===== config.mk =====
export PLATFORM = sky130hd
export DESIGN_NAME = sdp_divider_regs
export DESIGN_NICKNAME = d
export VERILOG_FILES = /design/src/verilog/sdp_pkg.sv /design/src/verilog/sdp_divider_regs.sv /design/src/verilog/sdp_ref_range.sv
export SDC_FILE = /design/constraint.sdc
export NUM_CORES = 1
export LEC_CHECK = 0
export BUFFER_PORTS_ARGS = -buffer_cell sky130_fd_sc_hd__buf_2
export CAP_MARGIN = 20
export CORE_ASPECT_RATIO = 0.8
export CORE_MARGIN = 4
export CORE_UTILIZATION = 51
export CTS_BUF_LIST = sky130_fd_sc_hd__clkbuf_8 sky130_fd_sc_hd__clkbuf_16
export CTS_CLUSTER_DIAMETER = 80
export DETAILED_ROUTE_END_ITERATION = 16
export MAX_ROUTING_LAYER = met4
export PLACE_DENSITY = 0.89
export SYNTH_ARGS = -nofsm -noshare
export SYNTH_HDL_FRONTEND = slang
export SYNTH_HIERARCHICAL = 1
export SYNTH_SLANG_ARGS = --single-unit

===== constraint.sdc =====
create_clock -name ref_clk_i -period 3.3 [get_ports ref_clk_i]
set_input_delay 0.495 -clock ref_clk_i [delete_from_list [all_inputs] [get_ports ref_clk_i]]
set_output_delay 0.495 -clock ref_clk_i [all_outputs]
set_load 0.05 [all_outputs]

===== src/verilog/sdp_pkg.sv =====
// Purpose: constants shared by the synthesizer divider and power-down register bank
// Assumes: 18-bit data words selected by a 4-bit address field
// Notes: all reset values are zero, so both synthesizers start powered down
`default_nettype none

package sdp_pkg;

	localparam int unsigned WORD_W = 18;
	localparam int unsigned ADDR_W = 4;

	localparam logic [3:0] ADDR_POWER_DOWN = 4'h2;
	localparam logic [3:0] ADDR_RF1_FEEDBACK = 4'h3;
	localparam logic [3:0] ADDR_RF2_FEEDBACK = 4'h4;
	localparam logic [3:0] ADDR_IF_FEEDBACK = 4'h5;
	localparam logic [3:0] ADDR_RF1_REFERENCE = 4'h6;
	localparam logic [3:0] ADDR_RF2_REFERENCE = 4'h7;
	localparam logic [3:0] ADDR_IF_REFERENCE = 4'h8;

	localparam int unsigned RF_ON_BIT = 0;
	localparam int unsigned IF_ON_BIT = 1;

	localparam int unsigned RF1_N_W = 18;
	localparam int unsigned RF2_N_W = 17;
	localparam int unsigned IF_N_W = 16;
	localparam int unsigned REF_W = 13;
	localparam int unsigned NUM_REF = 3;

	localparam logic [1:0] POWER_DOWN_RST = 2'h0;
	localparam logic [17:0] RF1_N_RST = 18'h0_0000;
	localparam logic [16:0] RF2_N_RST = 17'h0_0000;
	localparam logic [15:0] IF_N_RST = 16'h0000;
	localparam logic [12:0] REF_RST = 13'h0000;

	// least legal reference count for gain codes 0..3, and the common ceiling
	localparam logic [12:0] REF_MIN_GC0 = 13'h0007;
	localparam logic [12:0] REF_MIN_GC1 = 13'h0008;
	localparam logic [12:0] REF_MIN_GC2 = 13'h000a;
	localparam logic [12:0] REF_MIN_GC3 = 13'h000e;
	localparam logic [12:0] REF_MAX = 13'h1ffd;

endpackage : sdp_pkg

`default_nettype wire


===== src/verilog/sdp_divider_regs.sv =====
// Purpose: write-only power-down and divider register bank of a dual-band synthesizer
// Assumes: one whole 18-bit word arrives per word_valid_i pulse, already deserialised
// Notes: writes to any other address are ignored; no register reads back
//
// Overview of operation
// - a word at address 0010 is stored in the power-down register.
// - power-down bit 1 turns the IF synthesizer off at 0, on at 1.
// - power-down bit 0 turns the RF synthesizer off at 0, on at 1.
// - address 0011 loads all 18 data bits as first RF feedback count.
// - address 0100 loads bits 16..0 as second RF feedback count; host zeroes bit 17.
// - address 0101 loads bits 15..0 as IF feedback count; host zeroes bits 17..16.
// - address 0110 loads 13-bit first RF reference count, host keeps min..8189.
// - address 0111 loads 13-bit second RF reference count, host keeps min..8189.
// - address 1000 loads 13-bit IF reference count, minimum set by first gain code.
// - auto power-down high forces both synthesizers on; low lets the register govern.
`default_nettype none

module sdp_divider_regs (
	input wire logic ref_clk_i,
	input wire logic reset_i,
	input wire logic word_valid_i,
	input wire logic [3:0] word_addr_i,
	input wire logic [17:0] word_data_i,
	input wire logic auto_power_down_i,
	input wire logic [1:0] first_loop_gain_code_i,
	input wire logic [1:0] second_loop_gain_code_i,
	output logic if_synth_on_o,
	output logic rf_synth_on_o,
	output logic [17:0] rf1_feedback_count_o,
	output logic [16:0] rf2_feedback_count_o,
	output logic [15:0] if_feedback_count_o,
	output logic [12:0] rf1_reference_count_o,
	output logic [12:0] rf2_reference_count_o,
	output logic [12:0] if_reference_count_o,
	output logic rf1_ref_ok_o,
	output logic rf2_ref_ok_o,
	output logic if_ref_ok_o
);

	// address decode
	wire logic wr_pd_w;
	wire logic wr_rf1_n_w;
	wire logic wr_rf2_n_w;
	wire logic wr_if_n_w;
	wire logic [sdp_pkg::NUM_REF-1:0] wr_ref_w;

	assign wr_pd_w = word_valid_i && (word_addr_i == sdp_pkg::ADDR_POWER_DOWN);
	assign wr_rf1_n_w = word_valid_i && (word_addr_i == sdp_pkg::ADDR_RF1_FEEDBACK);
	assign wr_rf2_n_w = word_valid_i && (word_addr_i == sdp_pkg::ADDR_RF2_FEEDBACK);
	assign wr_if_n_w = word_valid_i && (word_addr_i == sdp_pkg::ADDR_IF_FEEDBACK);
	assign wr_ref_w[0] = word_valid_i && (word_addr_i == sdp_pkg::ADDR_RF1_REFERENCE);
	assign wr_ref_w[1] = word_valid_i && (word_addr_i == sdp_pkg::ADDR_RF2_REFERENCE);
	assign wr_ref_w[2] = word_valid_i && (word_addr_i == sdp_pkg::ADDR_IF_REFERENCE);

	// power-down register and effective synthesizer enables
	logic [1:0] pd_q;
	logic [1:0] pd_d;
	logic [1:0] on_q;
	logic [1:0] on_d;

	// reserved bits 17..2 are dropped rather than stored
	assign pd_d = wr_pd_w ? word_data_i[1:0] : pd_q;
	// auto power-down overrides both enables without touching the stored bits
	assign on_d = pd_d | {2{auto_power_down_i}};

	always_ff @(posedge ref_clk_i or posedge reset_i) begin
		if (reset_i) begin
			pd_q <= sdp_pkg::POWER_DOWN_RST;
			on_q <= sdp_pkg::POWER_DOWN_RST;
		end else begin
			pd_q <= pd_d;
			on_q <= on_d;
		end
	end

	assign if_synth_on_o = on_q[sdp_pkg::IF_ON_BIT];
	assign rf_synth_on_o = on_q[sdp_pkg::RF_ON_BIT];

	// feedback divide counts
	logic [17:0] rf1_n_q;
	logic [16:0] rf2_n_q;
	logic [15:0] if_n_q;

	always_ff @(posedge ref_clk_i or posedge reset_i) begin
		if (reset_i) begin
			rf1_n_q <= sdp_pkg::RF1_N_RST;
			rf2_n_q <= sdp_pkg::RF2_N_RST;
			if_n_q <= sdp_pkg::IF_N_RST;
		end else begin
			if (wr_rf1_n_w) begin
				rf1_n_q <= word_data_i[sdp_pkg::RF1_N_W-1:0];
			end
			if (wr_rf2_n_w) begin
				rf2_n_q <= word_data_i[sdp_pkg::RF2_N_W-1:0];
			end
			if (wr_if_n_w) begin
				if_n_q <= word_data_i[sdp_pkg::IF_N_W-1:0];
			end
		end
	end

	assign rf1_feedback_count_o = rf1_n_q;
	assign rf2_feedback_count_o = rf2_n_q;
	assign if_feedback_count_o = if_n_q;

	// reference divide counts with range status; IF shares the first loop gain code
	wire logic [1:0] gain_w [sdp_pkg::NUM_REF];
	logic [sdp_pkg::REF_W-1:0] ref_q [sdp_pkg::NUM_REF];
	logic [sdp_pkg::NUM_REF-1:0] ok_q;

	assign gain_w[0] = first_loop_gain_code_i;
	assign gain_w[1] = second_loop_gain_code_i;
	assign gain_w[2] = first_loop_gain_code_i;

	for (genvar i = 0; i < sdp_pkg::NUM_REF; i++) begin : g_ref
		wire logic [sdp_pkg::REF_W-1:0] ref_d_w;
		wire logic ok_w;

		assign ref_d_w = wr_ref_w[i] ? word_data_i[sdp_pkg::REF_W-1:0] : ref_q[i];

		// the host owns the legal window; the device only reports a violation
		sdp_ref_range #(
			.CNT_W(sdp_pkg::REF_W)
		) u_range (
			.count_i(ref_d_w),
			.gain_code_i(gain_w[i]),
			.in_range_o(ok_w)
		);

		always_ff @(posedge ref_clk_i or posedge reset_i) begin
			if (reset_i) begin
				ref_q[i] <= sdp_pkg::REF_RST;
				ok_q[i] <= 1'b0;
			end else begin
				ref_q[i] <= ref_d_w;
				ok_q[i] <= ok_w;
			end
		end
	end

	assign rf1_reference_count_o = ref_q[0];
	assign rf2_reference_count_o = ref_q[1];
	assign if_reference_count_o = ref_q[2];
	assign rf1_ref_ok_o = ok_q[0];
	assign rf2_ref_ok_o = ok_q[1];
	assign if_ref_ok_o = ok_q[2];
endmodule : sdp_divider_regs

`default_nettype wire


===== src/verilog/sdp_ref_range.sv =====
// Purpose: checks a reference divide count against the window set by a gain code
// Assumes: count and gain code are stable for the cycle
// Notes: purely combinational; the caller registers the verdict
`default_nettype none

module sdp_ref_range #(
	parameter int unsigned CNT_W = 13
) (
	input wire logic [CNT_W-1:0] count_i,
	input wire logic [1:0] gain_code_i,
	output logic in_range_o
);

	if (CNT_W != sdp_pkg::REF_W) begin : g_bad_width
		$error("sdp_ref_range: CNT_W must equal the reference count width");
	end

	wire logic [CNT_W-1:0] min_w;

	assign min_w = (gain_code_i == 2'h0) ? sdp_pkg::REF_MIN_GC0 :
		(gain_code_i == 2'h1) ? sdp_pkg::REF_MIN_GC1 :
		(gain_code_i == 2'h2) ? sdp_pkg::REF_MIN_GC2 : sdp_pkg::REF_MIN_GC3;
	assign in_range_o = (count_i >= min_w) && (count_i <= sdp_pkg::REF_MAX);

endmodule : sdp_ref_range

`default_nettype wire


# ---- Word-level counts from Yosys, hierarchy flattened
# Index checks and enable logic that the tools add are counted.
dict set report totals {
  register_bits 97
  inputBits 30
  word_cells 51
  out_inout_bits 95
}
dict set report classes {
  mux 10
  bitwise_logic 1
  order_cmp 6
  n_reduce_logical 12
  eq_ne 11
}
# cell n
set op_table {}
lappend op_table {{two-way mux 13 bit} 7}
lappend op_table {{greater-or-equal comparator 13 bit} 3}
lappend op_table {{less-or-equal comparator 13 bit, second input constant} 3}
lappend op_table {{== test 4 x 3 -> 1 bit, second input constant} 4}
lappend op_table {{logical AND 1 bit} 10}
lappend op_table {{== test 4 x 2 -> 1 bit, second input constant} 2}
lappend op_table {{two-way mux 3 bit} 2}
lappend op_table {{== test 2 x 1 -> 1 bit, second input constant} 2}
lappend op_table {{== test 2 bit, second input constant} 2}
lappend op_table {{== test 4 bit, second input constant} 1}
lappend op_table {{zero test 2 bit} 2}
lappend op_table {{two-way mux 2 bit} 1}
lappend op_table {{bitwise OR 2 bit} 1}

# ---- Logic depth before layout (Yosys ltp)
# Gate-level depths: netlist (run 1).
dict set report logic_depth {
  ltp_word 6
  ltp_mapped 10
  depth_no_buf 9
}

# ---- Hierarchy
# The synthesis (run 1) kept the hierarchy.
# module instances cells_each area_per_inst_um2 seq_area_each_um2
set modules_own_cells {}
lappend modules_own_cells {sdp_divider_regs 1 216 3693.5 2427.3}
lappend modules_own_cells {sdp_ref_range 3 20 170.2 0.0}

# ---- Worst setup path after synthesis (run 1)
# No wires, ideal clock.
dict set report synth_timing {
  kind {input-to-reg}
  start {in word_addr_i[1]}
  end {reg ok_q (netlist bit if_ref_ok_o)}
  required_ns 3.176
  arrival_time_ns 2.317
  setup_ns 0.124
  path_buffers 2
  slack_ns 0.859
  stages 8
  path_cell_list {or4_1 buf_2 buf_6 mux2_4 ha_1 a211oi_1 o2111ai_1 o31a_1}
}
dict set report synth_via {
  elab_chain_cells 5
  word_cells_on_any_way 6
  cone_classes {order compare (2); eq/ne (1); mux (1); reduce/logical (2)}
}
# element line_no
set synth_rtl {}
lappend synth_rtl {{from (decl)} sdp_divider_regs.sv:22} ;# input wire logic [3:0] word_addr_i,
lappend synth_rtl {{== test 4 bit *} sdp_divider_regs.sv:53} ;# assign wr_ref_w[2] = word_valid_i && (word_addr_i == sdp_pkg::ADDR_IF_REFERENCE);
lappend synth_rtl {{logical AND 1 bit *} sdp_divider_regs.sv:53}
lappend synth_rtl {{two-way mux 13 bit *} sdp_divider_regs.sv:119} ;# assign ref_d_w = wr_ref_w[i] ? word_data_i[sdp_pkg::REF_W-1:0] : ref_q[i];
lappend synth_rtl {{named net g_ref[2].ref_d_w, one bit} sdp_divider_regs.sv:116} ;# wire logic [sdp_pkg::REF_W-1:0] ref_d_w;
lappend synth_rtl {{greater-or-equal comparator 13 bit or less-or-equal comparator 13 bit (tied branches)} sdp_ref_range.sv:23} ;# assign in_range_o = (count_i >= min_w) && (count_i <= sdp_pkg::REF_MAX);
lappend synth_rtl {{logical AND 1 bit *} sdp_ref_range.sv:23}
lappend synth_rtl {{named net g_ref[2].ok_w} sdp_divider_regs.sv:117} ;# wire logic ok_w;
lappend synth_rtl {{to (signal, indexed assignment)} sdp_divider_regs.sv:136} ;# ok_q[i] <= ok_w;
lappend synth_rtl {{to (decl)} sdp_divider_regs.sv:109} ;# logic [sdp_pkg::NUM_REF-1:0] ok_q;
# The timed path passes the listed nets; every way through them passes the cells marked *.
# A chain may end at the register's enable or synchronous reset.

# ---- Worst setup path in the final report (run 1)
# Same ends and word-level chain as after synthesis.

==> results of run 1 <==
## worst paths after layout
| path | cells past startpoint | slack, ps | endpoint |
|---|---|---|---|
| max | 8 | 990 | if_ref_ok_o$_DFF_PP0_ |
| max in group asynchronous | 3 | 2300 | if_reference_count_o[8]$_DFF_PP0_ |
| min in group ref_clk_i | 2 | 370 | rf2_feedback_count_o[16]$_DFFE_PP0P_ |
| max reg2reg | 7 | 1550 | rf2_ref_ok_o$_DFF_PP0_ |
| min reg2reg | 1 | 500 | rf2_feedback_count_o[16]$_DFFE_PP0P_ |
| min | 2 | 250 | rf1_feedback_count_o[17]$_DFFE_PP0P_ |
## registers in the layout (all words and copies together), names as in the netlist
register / flops
rf1_reference_count_o: 13
on_q: 2
rf1_feedback_count_o: 18
if_reference_count_o: 13
rf2_feedback_count_o: 17
rf2_reference_count_o: 13
pd_q: 2
rf2_ref_ok_o: 1
rf1_ref_ok_o: 1
if_feedback_count_o: 16
if_ref_ok_o: 1
## Yosys cell counts
| cell | instances |
|---|---|
| nand3b_4 | 1 |
| a211oi_1 | 3 |
| nand2b_1 | 3 |
| o2111ai_1 | 3 |
| o31a_1 | 3 |
| mux2i_1 | 2 |
| nor2_1 | 8 |
| nor4_2 | 6 |
| nand2_1 | 2 |
| nand3b_1 | 1 |
| nor3b_1 | 1 |
| mux2_1 | 1 |
| nor2b_1 | 1 |
| or3_1 | 1 |
| mux2_2 | 81 |
| mux2_4 | 10 |
| buf_4 | 2 |
| o21ai_0 | 3 |
| dfrtp_1 | 97 |
| buf_2 | 5 |
| nand4_1 | 9 |
| buf_6 | 2 |
| inv_1 | 10 |
| nor3b_2 | 2 |
| ha_1 | 18 |
| or4_1 | 1 |
## placed cells by master (no fill, tap or decap), types with 6 or more instances in the layout
cell type	count
clkbuf_8	10
inv_1	11
buf_4	8
buf_2	124
mux2_2	81
mux2_4	10
dfrtp_1	97
nand4_1	9
nor2_1	8
ha_1	18
nor4_2	6
## metrics by stage
stage / cell area (µm²) / setup WS, ps / hold WS (ps) / cells
global route: 5140 / 916 / 316 / 523
finish: 5140 / 987 / 252 / 523
global placement: 4960 / 711 / 481 / 507
floorplan: 4200 / 271 / 480 / 276
CTS: 5140 / 1010 / 282 / 523
detailed placement: 4960 / 631 / 487 / 507
## cell type report
type | instances | area [µm²] | area share (%)
Clock buffer | 10 | 138 | 2.68
Clock inverter | 6 | 36.3 | 0.706
Inverter | 10 | 40.0 | 0.780
Multi-Input combinational cell | 160 | 1680 | 32.7
Sequential cell | 97 | 2430 | 47.3
Tap cell | 108 | 135 | 2.63
Timing Repair Buffer | 132 | 681 | 13.3
## cell families after synthesis
family                   synth area share [%]
buffers and inverters                    2.38
AND/OR/NAND/NOR                          6.37
AO/OA/AOI/OAI                            2.14
flip-flops                               57.7
adder cells (fa/ha/maj)                  5.36
multiplexers                             26.0
## power breakdown
group / total (mW) / internal [mW] / leakage, nW / switching (mW)
Sequential: 1.59 / 1.45 / 1.18 / 0.136
Clock: 0.681 / 0.289 / 0.0909 / 0.392
Combinational: 1.78 / 0.463 / 1.29 / 1.32
Total: 4.05 / 2.21 / 2.55 / 1.85
## metal layers
| metal | GRT usage, % | up-vias |
|---|---|---|
| li1 | - | 1271 |
| met1 | 27.1 | 1431 |
| met2 | 35.6 | 96 |
| met3 | 5.56 | 15 |
| met4 | 7.02 | 0 |
| met5 | - | - |
==> reports/metrics.csv, run 1 <==
stage;metric;value;unit
run_status;outcome;complete, no violations;
synth;share of the synthesized area in the top cell type;57.7;%
setup_path;Buf+Inv Stages, Crit Path;2;
floorplan;Starting Density;52.7;%
clock_network;post-cts resize count;0;
setup_path;Worst Path Arrival;2560;ps
synth;register area share after synthesis;57.7;%
global_route;largest net degree at the start of global routing;61;
placement;RePlAce Congestion;0.882;
drt;1st-iter DRT viols;104;
sta;Post-Route Skew;9.36;ps
setup_path;slowest CP cell;or4_1;
pwr;Peak supply drop;0.325;mV
sta;Tightest Pin Transition;852;ps
sta;Final Critical Period;2310;ps
clock_network;clock sinks;97;
layout;fill count;653;
drt;vias;2813;
synth;mapped cell area;0.00420;mm²
sta;# setup viols final;0;
clock_network;Reg clk slew, reported paths;90;ps
global_route;initial antenna violation count;0;
drt;Initial DRT Pass Iterations;4;
drt;post-DR wirelength/cell;18.9;µm
clock_network;htree depth;3;
pwr;leakage;2.55;nW
synth;synth top area cells;dfrtp_1 (58%), mux2_2 (22%), ha_1 (5.4%);
flow_run;max cap viols;0;
setup_path;family with the most delay on the worst path;simple AND/OR/NAND/NOR gates;
setup_path;critical path type;in2reg;
pwr;post-route total power;4.05;mW
layout;share of layout cells above drive strength 1;59.8;%
clock_network;post-CTS setup buffers;0;
sta;Slew HR;43.2;%
setup_path;Req. time, crit path;3550;ps
floorplan;row cnt;29;
global_route;GRT overflow;0;
sta;Final Max Tran Viols;0;
floorplan;core area;0.00798;mm²
clock_network;clock root buffer;clkbuf_8;
setup_path;Max Fanout on Critical Path;11;
drt;met2 wire length;4940;µm
layout;Nets;458;
placement;# port buffers;124;
floorplan;die area;0.00977;mm²
setup_path;CP Capture Type;flip-flop;
sta;final setup TNS;0;ps
placement;dpl hpwl;7540;µm
synth;syn_nets;324;
drt;vias per cell;5.38;
drt;DR top layer;met4;
floorplan;io pins;125;
drt;Routed Antenna Nets;0;
global_route;first-pass GRT wire length;15400;µm
synth;Warnings, synthesis;6;
clock_network;Worst-Skew Late Latency;360;ps
clock_network;CTS Buf Count;9;
synth;Synth area leader;dfrtp_1;
sta;RSZ-0062 raised after global routing;false;
setup_path;Worst R2R Start;rf2_reference_count_o[0]$_DFF_PP0_;
drt;DRC Markers;0;
synth;Synth Instances;276;
pwr;P per Cell Area;789;mW/mm²
drt;WL final;9900;µm
setup_path;Crit path largest cell delay;620;ps
floorplan;Die Y;89.2;µm
global_route;number of global-route vias before repair;2842;
layout;antenna diode count;0;
drt;Post-Route M1 WL;4250;µm
synth;#FFs+latches synth;97;
synth;number of distinct library cells after synthesis;26;
global_route;GRT Total Usage;21.9;%
drt;met3 wire len;559;µm
synth;Mapped Avg Cell Area;15.2;µm²
setup_path;crit path from;word_addr_i[1];
setup_path;crit-path cells;buf_2 > or4_1 > buf_4 > mux2_4 > ha_1 > o21ai_0 > o2111ai_1 > o31a_1;
clock_network;hold_buf cts;0;
sta;final hold viol count;0;
worst_hold_path;hold crit path type;in2async;
setup_path;Setup crit start kind;primary input;
layout;final core utilization;64.3;%
layout;synth-to-layout area growth;22.2;%
clock_network;CTS tree;done;
sta;Final period util;70.1;%
floorplan;Chip Width;110;µm
clock_network;clock buffer depth;2;
sta;Max Fclk;432;MHz
No activity file was read; power rests on OpenSTA's default activity.
==> run 2: changes to the inputs <==
--- a/config.mk
+++ b/config.mk
@@ -9,12 +9,12 @@
 export CAP_MARGIN = 20
 export CORE_ASPECT_RATIO = 0.8
 export CORE_MARGIN = 4
-export CORE_UTILIZATION = 51
+export CORE_UTILIZATION = 46
 export CTS_BUF_LIST = sky130_fd_sc_hd__clkbuf_8 sky130_fd_sc_hd__clkbuf_16
 export CTS_CLUSTER_DIAMETER = 80
 export DETAILED_ROUTE_END_ITERATION = 16
 export MAX_ROUTING_LAYER = met4
-export PLACE_DENSITY = 0.89
+export PLACE_DENSITY = 0.85
 export SYNTH_ARGS = -nofsm -noshare
 export SYNTH_HDL_FRONTEND = slang
 export SYNTH_HIERARCHICAL = 1
==> constraint.sdc (replaced) <==
create_clock -name ref_clk_i -period 1.9 [get_ports ref_clk_i]
set_input_delay 0.285 -clock ref_clk_i [delete_from_list [all_inputs] [get_ports ref_clk_i]]
set_output_delay 0.285 -clock ref_clk_i [all_outputs]
set_load 0.05 [all_outputs]
==> reports/metrics.csv, run 2 (synthesis gave the netlist of run 1 again) <==
stage;metric;value;unit;change
setup_path;Worst R2R Start;rf2_reference_count_o[0]$_DFF_PP0_;;unchanged
sta;RSZ-0062 raised after global routing;true;;was false
global_route;initial antenna violation count;0;;unchanged
floorplan;row cnt;30;;was 29
sta;final hold viol count;0;;unchanged
sta;Final Critical Period;1980;ps;
setup_path;Req. time, crit path;2120;ps;was 3550 ps
pwr;P per Cell Area;1380;mW/mm²;was 789 mW/mm²
floorplan;die area;0.0107;mm²;was 0.00977 mm²
pwr;Psw;3.41;mW;was 1.85 mW
drt;WL final;11000;µm;was 9900 µm
placement;# port buffers;124;;unchanged
layout;most common cell after layout, fill and taps aside;buf_2;;unchanged
floorplan;io pins;125;;unchanged
global_route;GRT overflow;0;;unchanged
clock_network;clock sinks;97;;unchanged
clock_network;htree depth;3;;unchanged
drt;Routed Antenna Nets;0;;unchanged
setup_path;crit-path cells;buf_2 > or4_4 > buf_8 > buf_4 > mux2_4 > nor4_4 > o2111ai_1 > o31a_1;;was buf_2 > or4_1 > buf_4 > mux2_4 > ha_1 > o21ai_0 > o2111ai_1 > o31a_1
placement;RePlAce Congestion;0.821;;was 0.882
sta;Tightest Pin Transition;713;ps;was 852 ps
floorplan;core area;0.00871;mm²;was 0.00798 mm²
setup_path;Max Fanout on Critical Path;6;;was 11
flow_run;max cap viols;0;;unchanged
pwr;leakage;2.86;nW;was 2.55 nW
sta;# setup viols final;1;;was 0
layout;fill count;639;;was 653
layout;most frequent cells in the layout;buf_2 (122), dfrtp_1 (97), mux2_2 (77), buf_4 (42), ha_1 (15);;was buf_2 (124), dfrtp_1 (97), mux2_2 (81), ha_1 (18), inv_1 (11)
clock_network;clock buffer depth;2;;unchanged
drt;post-DR wirelength/cell;19.4;µm;was 18.9 µm
floorplan;Die Y;93.5;µm;was 89.2 µm
sta;Slew HR;52.4;%;was 43.2%
drt;vias;2963;;was 2813
layout;sequential cell area;0.00243;mm²;unchanged
run_status;failing checks;setup timing;;
drt;DRC Markers;0;;unchanged
sta;final setup TNS;-81.6;ps;was 0 ps
global_route;number of global-route vias before repair;3270;;was 2842
setup_path;Buf+Inv Stages, Crit Path;3;;was 2
floorplan;Chip Width;115;µm;was 110 µm
clock_network;Worst-Skew Late Latency;340;ps;was 360 ps
clock_network;Reg clk slew, reported paths;60;ps;was 90 ps
setup_path;slowest CP cell;or4_4;;was or4_1
setup_path;Crit path largest cell delay;570;ps;was 620 ps
clock_network;CTS tree;done;;unchanged
setup_path;FF-to-FF setup slack;220;ps;was 1550 ps
sta;setup slack after layout;-81.6;ps;was 987 ps
setup_path;critical path type;in2reg;;unchanged
pwr;combinational share of power;42.9;%;was 44.0%
drt;vias per cell;5.22;;was 5.38
layout;multi-input logic area;0.00180;mm²;was 0.00168 mm²
drt;1st-iter DRT viols;107;;was 104
run_status;outcome;complete, but fails checks;;was complete, no violations
layout;final core utilization;66.5;%;was 64.3%
floorplan;Starting Density;48.3;%;was 52.7%
layout;Nets;499;;was 458
setup_path;family with the most delay on the worst path;simple AND/OR/NAND/NOR gates;;unchanged
global_route;GRT Total Usage;21.4;%;was 21.9%
global_route;first-pass GRT wire length;17000;µm;was 15400 µm
layout;antenna diode count;0;;unchanged
clock_network;CTS Buf Count;9;;unchanged
sta;Final Max Tran Viols;0;;unchanged
setup_path;CP Capture Type;flip-flop;;unchanged
pwr;Peak supply drop;0.967;mV;was 0.325 mV
sta;Max Fclk;505;MHz;
pwr;share of total power in sequential cells;34.8;%;was 39.2%
clock_network;clock root buffer;clkbuf_16;;was clkbuf_8
sta;Final period util;104;%;
setup_path;Worst Path Arrival;2200;ps;was 2560 ps
placement;dpl hpwl;8360;µm;was 7540 µm
sta;Min Hold Slack;57.5;ps;was 252 ps
setup_path;Setup crit start kind;primary input;;unchanged
pwr;Switching Share;42.6;%;was 45.6%
setup_path;R2R depth;7;;unchanged
worst_hold_path;hold crit path type;in2async;;unchanged
placement;post-place setup slack;-457;ps;was 631 ps
sta;Post-Route Skew;2.28;ps;was 9.36 ps
drt;Initial DRT Pass Iterations;4;;unchanged
pwr;Pint;4.60;mW;was 2.21 mW
layout;synth-to-layout area growth;37.7;%;was 22.2%
global_route;largest net degree at the start of global routing;36;;was 61
pwr;Clock Power Share;22.3;%;was 16.8%
layout;max reg flops;18;;unchanged
layout;share of layout cells above drive strength 1;66.4;%;was 59.8%
setup_path;FF-to-FF End;rf2_ref_ok_o$_DFF_PP0_;;unchanged
==> run 2: how the worst max path moves through the flow <==
stage | from | to | slack [ps] | cells past startpoint
after CTS | word_addr_i[3] | if_ref_ok_o$_DFF_PP0_ | -70 | 9
after global placement | word_addr_i[1] | if_ref_ok_o$_DFF_PP0_ | -350 | 8
after detailed placement | word_addr_i[1] | if_ref_ok_o$_DFF_PP0_ | -460 | 8
final | word_addr_i[1] | if_ref_ok_o$_DFF_PP0_ | -80 | 8
after global routing | word_addr_i[1] | if_ref_ok_o$_DFF_PP0_ | -100 | 8
after floorplan | word_addr_i[1] | if_ref_ok_o$_DFF_PP0_ | -240 | 8
==> run 2: repair_timing <==
action	in CTS	in global routing
pin swaps	6	6
buffers inserted	3	4
resized for setup	12	7
setup endpoints to repair	1	2
hold buffers	0	0
==> run 2: layout make-up <==
class	instances	area share (%)
clock inverters	7	1.23
multi-input cells	160	31.1
inverters	10	0.799
well taps	112	2.42
clock buffers	9	3.89
repair buffers	173	18.6
flip-flops and latches	97	41.9
==> run 2: power groups by stage <==
stage,registers (mW),clock network (mW),logic (mW)
finish,2.79,1.79,3.43
detailed placement,2.82,0,3.35
CTS,2.79,1.84,3.41
floorplan,4.40,0,0.751
global route,2.84,1.91,3.58
global placement,2.78,0,3.29
==> run 2: layer usage <==
metal  vias up  global-route usage [%]  wire, µm
li1       1351                       -         -
met4         0                    5.96       125
met2        85                    35.8      5660
met3        10                    4.01       496
met5         -                       -         0
met1      1517                    26.8      4710
==> run 2: through the flow <==
step                power (mW)  instances  instance area [µm²]
floorplan                 5.15        276                 4280
global placement          6.07        546                 5350
detailed placement        6.18        546                 5350
CTS                       8.03        565                 5720
global route              8.33        568                 5790
finish                    8.00        568                 5790
==> run 3: changes to the inputs <==
--- a/config.mk
+++ b/config.mk
@@ -5,16 +5,17 @@
 export SDC_FILE = /design/constraint.sdc
 export NUM_CORES = 1
 export LEC_CHECK = 0
-export BUFFER_PORTS_ARGS = -buffer_cell sky130_fd_sc_hd__buf_2
 export CAP_MARGIN = 20
 export CORE_ASPECT_RATIO = 0.8
 export CORE_MARGIN = 4
-export CORE_UTILIZATION = 46
+export CORE_UTILIZATION = 57
 export CTS_BUF_LIST = sky130_fd_sc_hd__clkbuf_8 sky130_fd_sc_hd__clkbuf_16
 export CTS_CLUSTER_DIAMETER = 80
 export DETAILED_ROUTE_END_ITERATION = 16
+export DONT_BUFFER_PORTS = 1
 export MAX_ROUTING_LAYER = met4
 export PLACE_DENSITY = 0.85
+export RECOVER_POWER = 50
 export SYNTH_ARGS = -nofsm -noshare
 export SYNTH_HDL_FRONTEND = slang
 export SYNTH_HIERARCHICAL = 1
==> constraint.sdc (replaced) <==
create_clock -name ref_clk_i -period 1.9 [get_ports ref_clk_i]
set_input_delay 0.19 -clock ref_clk_i [delete_from_list [all_inputs] [get_ports ref_clk_i]]
set_output_delay 0.19 -clock ref_clk_i [all_outputs]
set_load 0.05 [all_outputs]
==> reports/metrics.csv, run 3 (synthesis gave the netlist of run 1 again) <==
stage;metric;value;unit;change
run_status;outcome;complete, no violations;;was complete, but fails checks
layout;share of layout cells above drive strength 1;48.0;%;was 66.4%
layout;most frequent cells in the layout;dfrtp_1 (97), mux2_2 (72), buf_4 (71), dlygate4sd3_1 (22), ha_1 (17);;was buf_2 (122), dfrtp_1 (97), mux2_2 (77), buf_4 (42), ha_1 (15)
global_route;number of global-route vias before repair;2867;;was 3270
flow_run;max cap viols;0;;unchanged
global_route;first-pass GRT wire length;17000;µm;about the same
placement;RePlAce Congestion;0.894;;was 0.821
layout;Nets;424;;was 499
layout;antenna diode count;0;;unchanged
setup_path;FF-to-FF setup slack;80;ps;was 220 ps
worst_hold_path;hold endpoint;on_q[0]$_DFF_PP0_;;
sta;Final Critical Period;1820;ps;was 1980 ps
placement;placed inst area;0.00489;mm²;was 0.00535 mm²
clock_network;CTS tree;done;;unchanged
layout;max reg flops;18;;unchanged
drt;DRC Markers;0;;unchanged
sta;final setup TNS;0;ps;was -81.6 ps
setup_path;critical path type;in2reg;;unchanged
sta;Min Hold Slack;28.3;ps;was 57.5 ps
clock_network;CTS Buf Count;9;;unchanged
layout;fill count;435;;was 639
layout;Non-Filler Instances;468;;was 568
clock_network;clock buffer depth;2;;unchanged
sta;final hold viol count;0;;unchanged
setup_path;Max Fanout on Critical Path;6;;unchanged
sta;RSZ-0062 raised after global routing;false;;was true
placement;placed insts;429;;was 546
sta;Slew HR;30.0;%;was 52.4%
clock_network;htree depth;3;;unchanged
drt;WL final;10800;µm;was 11000 µm
setup_path;CP Capture Type;flip-flop;;unchanged
sta;Max Fclk;549;MHz;was 505 MHz
pwr;post-route total power;7.24;mW;was 8.00 mW
clock_network;Reg clk slew, reported paths;100;ps;was 60 ps
worst_hold_path;hold crit path type;in2reg;;was in2async
setup_path;Worst R2R Start;rf2_reference_count_o[0]$_DFF_PP0_;;unchanged
drt;1st-iter DRT viols;129;;was 107
sta;Final period util;95.9;%;was 104%
pwr;leakage;2.48;nW;was 2.86 nW
clock_network;Worst-Skew Late Latency;360;ps;was 340 ps
clock_network;clock sinks;97;;unchanged
setup_path;Setup crit start kind;primary input;;unchanged
layout;most common cell after layout, fill and taps aside;dfrtp_1;;was buf_2
sta;# setup viols final;0;;was 1
floorplan;io pins;125;;unchanged
drt;Routed Antenna Nets;0;;unchanged
pwr;Peak supply drop;0.840;mV;was 0.967 mV
global_route;initial antenna violation count;0;;unchanged
drt;post-DR wirelength/cell;23.0;µm;was 19.4 µm
sta;Final Max Tran Viols;0;;unchanged
worst_hold_path;hold_sp;auto_power_down_i;;
setup_path;Req. time, crit path;2140;ps;was 2120 ps
clock_network;clock root buffer;clkbuf_8;;was clkbuf_16
floorplan;row cnt;27;;was 30
drt;vias;2738;;was 2963
floorplan;die area;0.00882;mm²;was 0.0107 mm²
floorplan;Chip Width;104;µm;was 115 µm
placement;# port buffers;0;;was 124
setup_path;FF-to-FF End;rf2_ref_ok_o$_DFF_PP0_;;unchanged
global_route;GRT Total Usage;25.8;%;was 21.4%
clock_network;post-CTS setup buffers;0;;was 3
global_route;largest net degree at the start of global routing;54;;was 36
setup_path;R2R depth;7;;unchanged
global_route;GRT overflow;0;;unchanged
floorplan;Starting Density;59.8;%;was 48.3%
drt;vias per cell;5.85;;was 5.22
sta;Tightest Pin Transition;1050;ps;was 713 ps
worst_hold_path;hold depth;2;;
floorplan;Die Y;84.8;µm;was 93.5 µm
layout;synth-to-layout area growth;25.3;%;was 37.7%
layout;final instance area;0.00527;mm²;was 0.00579 mm²
pwr;P per Cell Area;1370;mW/mm²;was 1380 mW/mm²
floorplan;core area;0.00703;mm²;was 0.00871 mm²
drt;Initial DRT Pass Iterations;4;;unchanged
setup_path;Worst Path Arrival;2060;ps;was 2200 ps
placement;dpl hpwl;7680;µm;was 8360 µm
sta;Post-Route Skew;13.7;ps;was 2.28 ps
==> run 3: how the worst max path moves through the flow <==
stage                                        end  cells after the start      startpoint
after global placement    rf1_ref_ok_o$_DFF_PP0_                      8  word_addr_i[3]
after global routing       if_ref_ok_o$_DFF_PP0_                      7  word_addr_i[1]
after detailed placement  rf1_ref_ok_o$_DFF_PP0_                      8  word_addr_i[3]
final                      if_ref_ok_o$_DFF_PP0_                      7  word_addr_i[1]
after CTS                 rf2_ref_ok_o$_DFF_PP0_                      8  word_data_i[0]
after floorplan            if_ref_ok_o$_DFF_PP0_                      8  word_addr_i[1]
==> run 3: cell type report <==
| cell class | instances | area (µm²) | share of cell area (%) |
|---|---|---|---|
| clock buffers | 9 | 124 | 2.35 |
| clock inverters | 7 | 71.3 | 1.35 |
| inverters | 10 | 38.8 | 0.737 |
| multi-input cells | 160 | 1710 | 32.5 |
| flip-flops and latches | 97 | 2430 | 46.1 |
| well taps | 87 | 109 | 2.07 |
| repair buffers | 98 | 786 | 14.9 |
==> run 3: what timing repair did <==
action                                  4_1_cts  5_1_grt
endpoints found under the setup margin        0        2
hold buffers                                 23        0
hold endpoints to repair                    157        0
gates resized for setup                       0        1
==> run 3: report_power, final <==
| part | internal (mW) | switching [mW] |
|---|---|---|
| logic | 0.895 | 1.24 |
| clock network | 0.609 | 0.708 |
| registers | 2.51 | 1.28 |
==> run 3: routing by layer <==
layer	routed length (µm)	GRT usage (%)
met1	4820	35.7
met5	0	-
met2	5030	38.3
met3	698	7.22
met4	211	6.28
==> run 3: metrics by stage <==
| step | setup WS (ps) | utilization (%) |
|---|---|---|
| final | 78.3 | 74.9 |
| after global routing | 17.9 | 74.9 |
| after CTS | 22.9 | 75.6 |
| after detailed placement | -175 | 69.6 |
| after global placement | -124 | 69.6 |
| after floorplan | -145 | - |
==> run 3: worst max-delay path, stage by stage <==
cell,delay (ps)
or4_1,610
buf_4,220
mux2_4,310
ha_1,290
o21ai_1,160
o2111ai_1,140
o31a_1,130
